--- src/timing_pkg.sv ---
// Purpose: constants and carriers for the timing oscillator and error detector
// Assumes: single back-end processing clock, synchronous active-high reset
// Notes: register offsets are word indices on the plain register port
//
// Overview of operation
// - resampler spends 0, 6, 7, 13, 17 or 23 cycles per input by mode
// - each enabled halfband doubles rate: factor 2 for one, 4 for two
// - with polyphase in path, output pacing follows oscillator sample pulses
// - oscillator gives resampler a sample pulse plus its accumulator phase
// - oscillator has phase accumulator only, no sine or cosine stage
// - control bit 5 enables external sync of the oscillator
// - control bits 3-4 select serial offset frequency word length
// - control bit 2 adds offset frequency to center frequency
// - control bit 1 holds accumulator clear while set
// - control bit 0 loads accumulator on update instead of accumulating
// - center frequency register forms the base phase increment
// - eight-bit phase offset in bits 0-7 is added to oscillator phase
// - frequency strobe write moves new frequency into use
// - phase strobe write moves new phase offset into use
// - error value comes from comparing two programmable counters
// - one counter counts oscillator carries, other counts reference clock
// - oscillator divide preload sits in error control bits 16-27
// - reference divide preload sits in error control bits 0-11
// - sixteen-bit error is on serial output and readable by processor
package timing_pkg;
   localparam logic [3:0] ADDR_CTRL = 4'hB;
   localparam logic [3:0] ADDR_CENTER = 4'hC;
   localparam logic [3:0] ADDR_PHASE = 4'hD;
   localparam logic [3:0] ADDR_FSTROBE = 4'hE;
   localparam logic [3:0] ADDR_PSTROBE = 4'hF;
   localparam logic [3:0] ADDR_DIVIDERS = 4'h2;
   localparam logic [3:0] ADDR_ERROR = 4'h3;
   localparam logic [3:0] ADDR_MODE = 4'h4;
   localparam logic [3:0] ADDR_OFFSET = 4'h5;
   localparam int CTRL_SYNC_BIT = 5;
   localparam int CTRL_WIDTH_LO = 3;
   localparam int CTRL_OFS_EN_BIT = 2;
   localparam int CTRL_CLEAR_BIT = 1;
   localparam int CTRL_LOAD_BIT = 0;
   localparam int OSC_DIV_LO = 16;
   localparam int REF_DIV_LO = 0;
   localparam int DIV_W = 12;
   localparam int ERR_W = 16;
   localparam int PHASE_OFS_W = 8;
   localparam logic [31:0] CTRL_RESET = 32'h0000_0000;
   localparam logic [31:0] CENTER_RESET = 32'h0000_0000;
   localparam logic [31:0] DIV_RESET = 32'h0000_0000;
   localparam logic [4:0] CYC_BYPASS = 5'h00;
   localparam logic [4:0] CYC_POLY = 5'h06;
   localparam logic [4:0] CYC_HB1 = 5'h07;
   localparam logic [4:0] CYC_POLY_HB1 = 5'h0D;
   localparam logic [4:0] CYC_HB2 = 5'h11;
   localparam logic [4:0] CYC_POLY_HB2 = 5'h17;
   typedef enum logic [2:0] {
      MODE_BYPASS, MODE_POLY, MODE_HB1, MODE_POLY_HB1, MODE_HB2, MODE_POLY_HB2
   } resamp_mode_e;
   typedef struct packed {
      logic pulse;
      logic [31:0] phase;
   } sample_tick_s;
endpackage

--- src/timing_nco.sv ---
// Purpose: timing oscillator, error detector and resampler pacing
// Assumes: reference clock edge and serial bits arrive synchronous to core_clk
// Notes: registers on a plain port, read data one cycle after read strobe
//
// The address-and-strobe port and the register addresses are this design's own decisions.
`timescale 1ns/1ns
`default_nettype none
module timing_nco #(
   parameter int ACC_W = 32
) (
   input wire logic core_clk,
   input wire logic reset,
   input wire logic [3:0] reg_addr,
   input wire logic [31:0] reg_wdata,
   input wire logic reg_write,
   input wire logic reg_read,
   output logic [31:0] reg_rdata,
   input wire logic reference_clock_input,
   input wire logic ext_sync,
   input wire logic offset_serial_bit,
   input wire logic offset_serial_valid,
   input wire logic resamp_in_valid,
   output logic sample_pulse,
   output logic [31:0] sample_phase,
   output logic resamp_out_valid,
   output logic [2:0] interp_factor,
   output logic error_serial_out,
   output logic error_serial_frame
);
   import timing_pkg::*;

   if (ACC_W != 32) begin
      $error("accumulator width must be 32");
   end

   logic [31:0] ctrl_q, center_q, phase_reg_q, div_q, center_act_q;
   logic [31:0] offset_shift_q, offset_act_q, acc_q, acc_d;
   logic [7:0] phase_act_q;
   logic [5:0] shift_cnt_q;
   logic [2:0] mode_q;
   logic carry;
   logic [32:0] sum;
   logic [31:0] incr;
   logic fstrobe, pstrobe;
   logic [DIV_W-1:0] osc_cnt_q, ref_cnt_q;
   logic [ERR_W-1:0] error_q, err_shift_q;
   logic [4:0] ser_cnt_q;
   logic ref_q, ref_edge;
   logic resamp_busy, rv;
   logic [2:0] ifac;
   sample_tick_s tick;

   function automatic logic [5:0] ofs_bits(input logic [1:0] sel);
      case (sel)
         2'h0: ofs_bits = 6'h08;
         2'h1: ofs_bits = 6'h10;
         2'h2: ofs_bits = 6'h18;
         default: ofs_bits = 6'h20;
      endcase
   endfunction

   assign fstrobe = reg_write && reg_addr == ADDR_FSTROBE;
   assign pstrobe = reg_write && reg_addr == ADDR_PSTROBE;

   // register writes
   always_ff @(posedge core_clk) begin
      if (reset) begin
         ctrl_q <= CTRL_RESET;
         center_q <= CENTER_RESET;
         phase_reg_q <= 32'h0000_0000;
         div_q <= DIV_RESET;
         mode_q <= 3'h0;
      end else if (reg_write) begin
         if (reg_addr == ADDR_CTRL) begin
            ctrl_q <= reg_wdata;
         end else if (reg_addr == ADDR_CENTER) begin
            center_q <= reg_wdata;
         end else if (reg_addr == ADDR_PHASE) begin
            phase_reg_q <= {24'h00_0000, reg_wdata[PHASE_OFS_W-1:0]};
         end else if (reg_addr == ADDR_DIVIDERS) begin
            div_q <= {4'h0, reg_wdata[OSC_DIV_LO+:DIV_W], 4'h0, reg_wdata[REF_DIV_LO+:DIV_W]};
         end else if (reg_addr == ADDR_MODE) begin
            mode_q <= (reg_wdata[2:0] > 3'h5) ? 3'h0 : reg_wdata[2:0];
         end
      end
   end

   // serial offset frequency, msb first
   always_ff @(posedge core_clk) begin
      if (reset) begin
         offset_shift_q <= 32'h0000_0000;
         shift_cnt_q <= 6'h00;
         offset_act_q <= 32'h0000_0000;
      end else if (offset_serial_valid) begin
         if (shift_cnt_q + 6'h01 == ofs_bits(ctrl_q[CTRL_WIDTH_LO+:2])) begin
            offset_act_q <= {offset_shift_q[30:0], offset_serial_bit};
            shift_cnt_q <= 6'h00;
            offset_shift_q <= 32'h0000_0000;
         end else begin
            offset_shift_q <= {offset_shift_q[30:0], offset_serial_bit};
            shift_cnt_q <= shift_cnt_q + 6'h01;
         end
      end
   end

   // strobed transfer into use
   always_ff @(posedge core_clk) begin
      if (reset) begin
         center_act_q <= CENTER_RESET;
         phase_act_q <= 8'h00;
      end else begin
         if (fstrobe) begin
            center_act_q <= center_q;
         end
         if (pstrobe) begin
            phase_act_q <= phase_reg_q[PHASE_OFS_W-1:0];
         end
      end
   end

   // phase accumulator only
   assign incr = ctrl_q[CTRL_OFS_EN_BIT] ? center_act_q + offset_act_q : center_act_q;
   assign sum = {1'b0, acc_q} + {1'b0, incr};
   assign carry = sum[32];

   always_comb begin
      acc_d = sum[31:0];
      if (ctrl_q[CTRL_CLEAR_BIT]) begin
         acc_d = 32'h0000_0000;
      end else if (ctrl_q[CTRL_SYNC_BIT] && ext_sync) begin
         acc_d = 32'h0000_0000;
      end else if (fstrobe && ctrl_q[CTRL_LOAD_BIT]) begin
         acc_d = 32'h0000_0000;
      end
   end

   always_ff @(posedge core_clk) begin
      if (reset) begin
         acc_q <= 32'h0000_0000;
      end else begin
         acc_q <= acc_d;
      end
   end

   always_ff @(posedge core_clk) begin
      if (reset) begin
         sample_pulse <= 1'b0;
         sample_phase <= 32'h0000_0000;
      end else begin
         sample_pulse <= carry;
         sample_phase <= sum[31:0] + {phase_act_q, 24'h00_0000};
      end
   end

   assign tick = {sample_pulse, sample_phase};

   // timing error counters
   always_ff @(posedge core_clk) begin
      if (reset) begin
         ref_q <= 1'b0;
      end else begin
         ref_q <= reference_clock_input;
      end
   end
   assign ref_edge = reference_clock_input && !ref_q;

   always_ff @(posedge core_clk) begin
      if (reset) begin
         osc_cnt_q <= '0;
      end else if (carry) begin
         if (osc_cnt_q == '0) begin
            osc_cnt_q <= div_q[OSC_DIV_LO+:DIV_W];
         end else begin
            osc_cnt_q <= osc_cnt_q - 1'b1;
         end
      end
   end

   always_ff @(posedge core_clk) begin
      if (reset) begin
         ref_cnt_q <= '0;
      end else if (ref_edge) begin
         if (ref_cnt_q == '0) begin
            ref_cnt_q <= div_q[REF_DIV_LO+:DIV_W];
         end else begin
            ref_cnt_q <= ref_cnt_q - 1'b1;
         end
      end
   end

   always_ff @(posedge core_clk) begin
      if (reset) begin
         error_q <= '0;
      end else if (ref_edge && ref_cnt_q == '0) begin
         error_q <= {4'h0, osc_cnt_q};
      end
   end

   // serial error output, msb first, 16 bits after each capture
   always_ff @(posedge core_clk) begin
      if (reset) begin
         err_shift_q <= '0;
         ser_cnt_q <= 5'h00;
         error_serial_out <= 1'b0;
         error_serial_frame <= 1'b0;
      end else if (ref_edge && ref_cnt_q == '0) begin
         err_shift_q <= {4'h0, osc_cnt_q};
         ser_cnt_q <= 5'h10;
         error_serial_out <= 1'b0;
         error_serial_frame <= 1'b0;
      end else if (ser_cnt_q != 5'h00) begin
         error_serial_out <= err_shift_q[ERR_W-1];
         error_serial_frame <= 1'b1;
         err_shift_q <= {err_shift_q[ERR_W-2:0], 1'b0};
         ser_cnt_q <= ser_cnt_q - 5'h01;
      end else begin
         error_serial_out <= 1'b0;
         error_serial_frame <= 1'b0;
      end
   end

   // read port
   always_ff @(posedge core_clk) begin
      if (reset) begin
         reg_rdata <= 32'h0000_0000;
      end else if (reg_read) begin
         if (reg_addr == ADDR_CTRL) begin
            reg_rdata <= ctrl_q;
         end else if (reg_addr == ADDR_CENTER) begin
            reg_rdata <= center_q;
         end else if (reg_addr == ADDR_PHASE) begin
            reg_rdata <= phase_reg_q;
         end else if (reg_addr == ADDR_DIVIDERS) begin
            reg_rdata <= div_q;
         end else if (reg_addr == ADDR_ERROR) begin
            reg_rdata <= {16'h0000, error_q};
         end else if (reg_addr == ADDR_MODE) begin
            reg_rdata <= {29'h0, mode_q};
         end else if (reg_addr == ADDR_OFFSET) begin
            reg_rdata <= offset_act_q;
         end else begin
            reg_rdata <= 32'h0000_0000;
         end
      end else begin
         reg_rdata <= 32'h0000_0000;
      end
   end

   resamp_budget u_budget (
      .core_clk(core_clk),
      .reset(reset),
      .mode(resamp_mode_e'(mode_q)),
      .in_valid(resamp_in_valid),
      .tick(tick),
      .busy(resamp_busy),
      .out_valid(rv),
      .interp_factor(ifac)
   );

   always_ff @(posedge core_clk) begin
      if (reset) begin
         resamp_out_valid <= 1'b0;
         interp_factor <= 3'h1;
      end else begin
         resamp_out_valid <= rv;
         interp_factor <= ifac;
      end
   end
endmodule
`default_nettype wire

--- src/resamp_budget.sv ---
// Purpose: resampler cycle budget and output pacing per mode
// Assumes: one input sample strobe at a time, budget counted from its arrival
// Notes: busy until the mode's cycle count has passed
`timescale 1ns/1ns
`default_nettype none
module resamp_budget (
   input wire logic core_clk,
   input wire logic reset,
   input wire timing_pkg::resamp_mode_e mode,
   input wire logic in_valid,
   input wire timing_pkg::sample_tick_s tick,
   output logic busy,
   output logic out_valid,
   output logic [2:0] interp_factor
);
   import timing_pkg::*;
   logic [4:0] cnt_q;
   logic [1:0] burst_q;
   logic poly;

   function automatic logic [4:0] budget(input resamp_mode_e m);
      case (m)
         MODE_POLY: budget = CYC_POLY;
         MODE_HB1: budget = CYC_HB1;
         MODE_POLY_HB1: budget = CYC_POLY_HB1;
         MODE_HB2: budget = CYC_HB2;
         MODE_POLY_HB2: budget = CYC_POLY_HB2;
         default: budget = CYC_BYPASS;
      endcase
   endfunction

   function automatic logic [2:0] factor(input resamp_mode_e m);
      case (m)
         MODE_HB1, MODE_POLY_HB1: factor = 3'h2;
         MODE_HB2, MODE_POLY_HB2: factor = 3'h4;
         default: factor = 3'h1;
      endcase
   endfunction

   assign poly = (mode == MODE_POLY) || (mode == MODE_POLY_HB1) || (mode == MODE_POLY_HB2);
   assign busy = cnt_q != 5'h00;

   always_ff @(posedge core_clk) begin
      if (reset) begin
         cnt_q <= 5'h00;
      end else if (in_valid && !busy) begin
         cnt_q <= budget(mode);
      end else if (busy) begin
         cnt_q <= cnt_q - 5'h01;
      end
   end

   always_ff @(posedge core_clk) begin
      if (reset) begin
         interp_factor <= 3'h1;
      end else begin
         interp_factor <= factor(mode);
      end
   end

   always_ff @(posedge core_clk) begin
      if (reset) begin
         out_valid <= 1'b0;
         burst_q <= 2'h0;
      end else if (poly) begin
         out_valid <= tick.pulse;
         burst_q <= 2'h0;
      end else if (in_valid && !busy) begin
         out_valid <= 1'b1;
         burst_q <= 2'(factor(mode) - 3'h1);
      end else if (burst_q != 2'h0) begin
         out_valid <= 1'b1;
         burst_q <= burst_q - 2'h1;
      end else begin
         out_valid <= 1'b0;
      end
   end
endmodule
`default_nettype wire

--- config.mk ---
export PLATFORM = sky130hd
export DESIGN_NAME = timing_nco
export DESIGN_NICKNAME = d
export VERILOG_FILES = /design/src/timing_pkg.sv /design/src/timing_nco.sv /design/src/resamp_budget.sv
export SDC_FILE = /design/constraint.sdc
export NUM_CORES = 1
export LEC_CHECK = 0
export ABC_AREA = 1
export BUFFER_PORTS_ARGS = -buffer_cell sky130_fd_sc_hd__clkbuf_2
export CORE_ASPECT_RATIO = 1.2
export CORE_MARGIN = 4
export CORE_UTILIZATION = 50
export DETAILED_ROUTE_END_ITERATION = 12
export PLACE_DENSITY = 0.71
export RECOVER_POWER = 50
export SETUP_SLACK_MARGIN = 0.5
export SYNTH_ARGS = -nofsm -noshare
export SYNTH_HDL_FRONTEND = slang
export SYNTH_HIERARCHICAL = 1
export SYNTH_SLANG_ARGS = --single-unit
--- constraint.sdc ---
create_clock -name core_clk -period 5.23 [get_ports core_clk]
set_input_delay 1.046 -clock core_clk [delete_from_list [all_inputs] [get_ports core_clk]]
set_output_delay 1.046 -clock core_clk [all_outputs]
set_load 0.05 [all_outputs]
==> metrics.txt <==
Hold Path Sink resamp_out_valid; R2R setup slack between 0.6 and 0.7 ns; Internal Power between 5 and 6 mW; clock share of power 40.7%; HP Class register to register; hold path depth 2; failing checks max-capacitance violations, max-slew violations; WS Path Type register to register; cell taking the most area after synthesis dfxtp_1; detailed placement HPWL 42900 µm; sw power ~2.1 mW; port buffer count 115; Die Area 40200 µm²; hold_sp u_budget/out_valid; Util after Layout approximately 60%; CTS tree done; Mapped Cells 2567; Static Leak 8.53 nW; root buf cell clkbuf_16; n_diodes 0; CTS clk-pin slew, worst paths 0.06 ns; capturing point of the worst reg2reg path sample_phase[31]; H-Tree Depth 2; via count around 18000; pre-CTS WS 0.204 ns; number of max-cap violations 1; highest fanout seen on the critical path 6; pin count of the biggest net entering global routing 71; Worst R2R Path Depth 27; area delta synth->final 15.2%; fin. max-slew vios 61; Setup crit start kind register; TritonCTS buffer count 40; Crit. End Element register; GRT Overall Usage 27.7%; Die W 184 µm; post-route cell area around 21000 µm²; clock sinks between 300 and 400; Top FF cell, synth dfxtp_1; # fillers 3409; EDFF count, synth 0; fmax 218 MHz; drt first pass iters 6; Yosys top cell area share 41.1%; total wire length 58000 µm; RSZ-0062 raised after global routing yes; Max-slew headroom -118%; setup tns final 0 ns; Layout Skew around 0.013 ns; Fin. Hold Viols 0; time the worst path needs with I/O delays and setup ~4.6 ns; # hold bufs at CTS 0; layout cells sized above 1 11.3%; wire length per cell 18.4 µm; clk_lat worst skew 0.54 ns; GRT overflow 0; CTS Buffer Depth 3; initial antenna violation count 1; cell area after synthesis roughly 19000 µm²; post-synth cell types 53; Critical Path AT 5.02 ns; Vias per Instance 5.66; combinational share of power between 15 and 20%; DRC 0; Synth Net Count 2701; sequential share of the synthesized area 41.1%; drt initial violations 1398; asr flop ratio synth 0%; period utilisation layout 87.9%; Starting Density 51.1%; Mean Syn Cell Area slightly above 7 µm²; worst-margin pin slew 3.27 ns; status finished, violations left; ANT nets after route 0; Synth area leaders dfxtp_1 (41%), nand2_1 (11%), a21oi_1 (6.7%); I/O pins 116; Power Dens Cells roughly 340 nW/µm²; sequential share of power 43.3%; Final WS setup about 0.63 ns; Yosys reg bits 380; Die Y 219 µm; GP Congestion 0.993; row count 76; endpoints failing setup 0; Yosys warning count 6; DP Area 19400 µm²; VDD IR max approximately 350 µV; global-route wire length before repair 89800 µm; core area 36200 µm²; vias in the first global route approximately 17000; Sw Share 29.0%; Layout Nets 2795; worst r2r src center_act_q[0]; WP data required about 5.7 ns
[flip-flops by register name, summed over array words and instances (netlist names), 5 cells and up]
register	flops
shift_cnt_q	6
div_q	24
ref_cnt_q	12
acc_q	32
ctrl_q	32
err_shift_q	16
phase_reg_q	8
reg_rdata	32
phase_act_q	8
ser_cnt_q	5
u_budget/cnt_q	5
offset_act_q	32
offset_shift_q	31
osc_cnt_q	12
error_q	12
sample_phase	32
center_act_q	32
center_q	32
[critical path, cell delays in order (launching register included)]
cell and delay (ns):
dfxtp_4 0.37, ha_4 0.15, inv_2 0.06, fa_1 0.37
inv_2 0.08, nand3_1 0.08, nand2_2 0.15, nand2_2 0.07
nand2_2 0.10, a21o_1 0.22, nand2_1 0.11, o211ai_1 0.15
nor2_1 0.06, o21ai_0 0.24, ha_1 0.33, nand2_1 0.13
o21ai_0 0.13, o21bai_1 0.18, a21oi_1 0.26, nand3b_1 0.12
nand2_1 0.11, inv_1 0.05, ha_1 0.36, nand4_1 0.15
o221ai_2 0.22, nand3_1 0.13, nand2_1 0.07, nor2_1 0.04
[final cells by class]
type                    count  area, µm²  share of cell area (%)
repair buffers            154        778                    3.65
flip-flops and latches    380       7620                    35.7
clock inverters            14        173                   0.809
well taps                 468        586                    2.75
clock buffers              57       1190                    5.56
inverters                 251        945                    4.43
multi-input cells        1834      10000                    47.1
[synthesized netlist by cell type, types with 18 or more instances]
cell and n:
nor3_1 18, clkbuf_1 74, a31oi_1 33, nor2_1 327
ha_1 86, xor2_1 30, dfxtp_1 380, a21oi_1 248
nand2_1 520, xnor2_1 29, o22ai_1 52, nand3_1 134
o21ai_0 214, inv_1 244
[through the flow]
stage	power, mW	hold WS [ns]	cells
after floorplan	4.03	0.388	2567
after global placement	4.28	0.391	3072
after detailed placement	4.31	0.398	3072
after CTS	7.23	0.406	3149
after global routing	7.52	0.414	3158
final	7.20	0.405	3158
[cells by family (layout without fill, tap and decap cells)]
kind of cell / count (synthesis) / after routing / synth area share [%]
simple gates: 1062 / 1062 / 23.8
compound gates: 624 / 624 / 18.7
flops: 380 / 380 / 41.1
buf+inv: 353 / 476 / 7.49
fa+ha+maj: 89 / 89 / 6.13
xor+xnor: 59 / 59 / 2.79
[cells in the final DEF, fill, tap and decap left out, drive strengths merged, types with 4 or more instances in the layout]
cell	count
nand2	523
dfxtp	380
nor2	333
inv	251
a21oi	250
o21ai	223
clkbuf	172
nand3	138
ha	86
o22ai	61
buf	39
a31oi	33
xor2	30
xnor2	29
nor3	21
nand4	16
o21bai	16
or2	14
clkinv	9
o211ai	8
nor4	8
a21o	7
nand3b	7
a221oi	5
a41oi	4
a211oi	4
o221ai	4
[power groups by stage]
stage / clock (mW) / sequential [mW] / combinational (mW)
floorplan: 0 / 3.21 / 0.827
global placement: 0 / 3.17 / 1.10
detailed placement: 0 / 3.18 / 1.13
CTS: 2.97 / 3.12 / 1.14
global route: 3.08 / 3.13 / 1.30
finish: 2.93 / 3.12 / 1.15
[routing by layer]
layer | wire length (µm) | part of all wire [%] | track usage [%]
met5 | 7 | 0.012 | 0
met4 | 2770 | 4.8 | 12.3
met3 | 3710 | 6.4 | 3.93
met2 | 27800 | 48 | 48.1
met1 | 23800 | 41 | 34.2
[worst max path at each step]
stage | from | endpoint | cells past startpoint
after floorplan | center_act_q[0] | sample_phase[30] | 34
after global placement | center_act_q[0] | sample_phase[30] | 33
after detailed placement | center_act_q[0] | sample_phase[30] | 33
after CTS | center_act_q[0] | sample_phase[30] | 32
after global routing | reset | ser_cnt_q[2] | 6
final | center_act_q[0] | sample_phase[31] | 27
[timing repair]
action	in CTS	in global routing
pin swaps	10	29
endpoints found under the setup margin	5	14
buffers inserted	6	9
cloned	0	0
hold endpoints to repair	0	0
gates resized for setup	34	115
(Power assumes the default switching activity.)
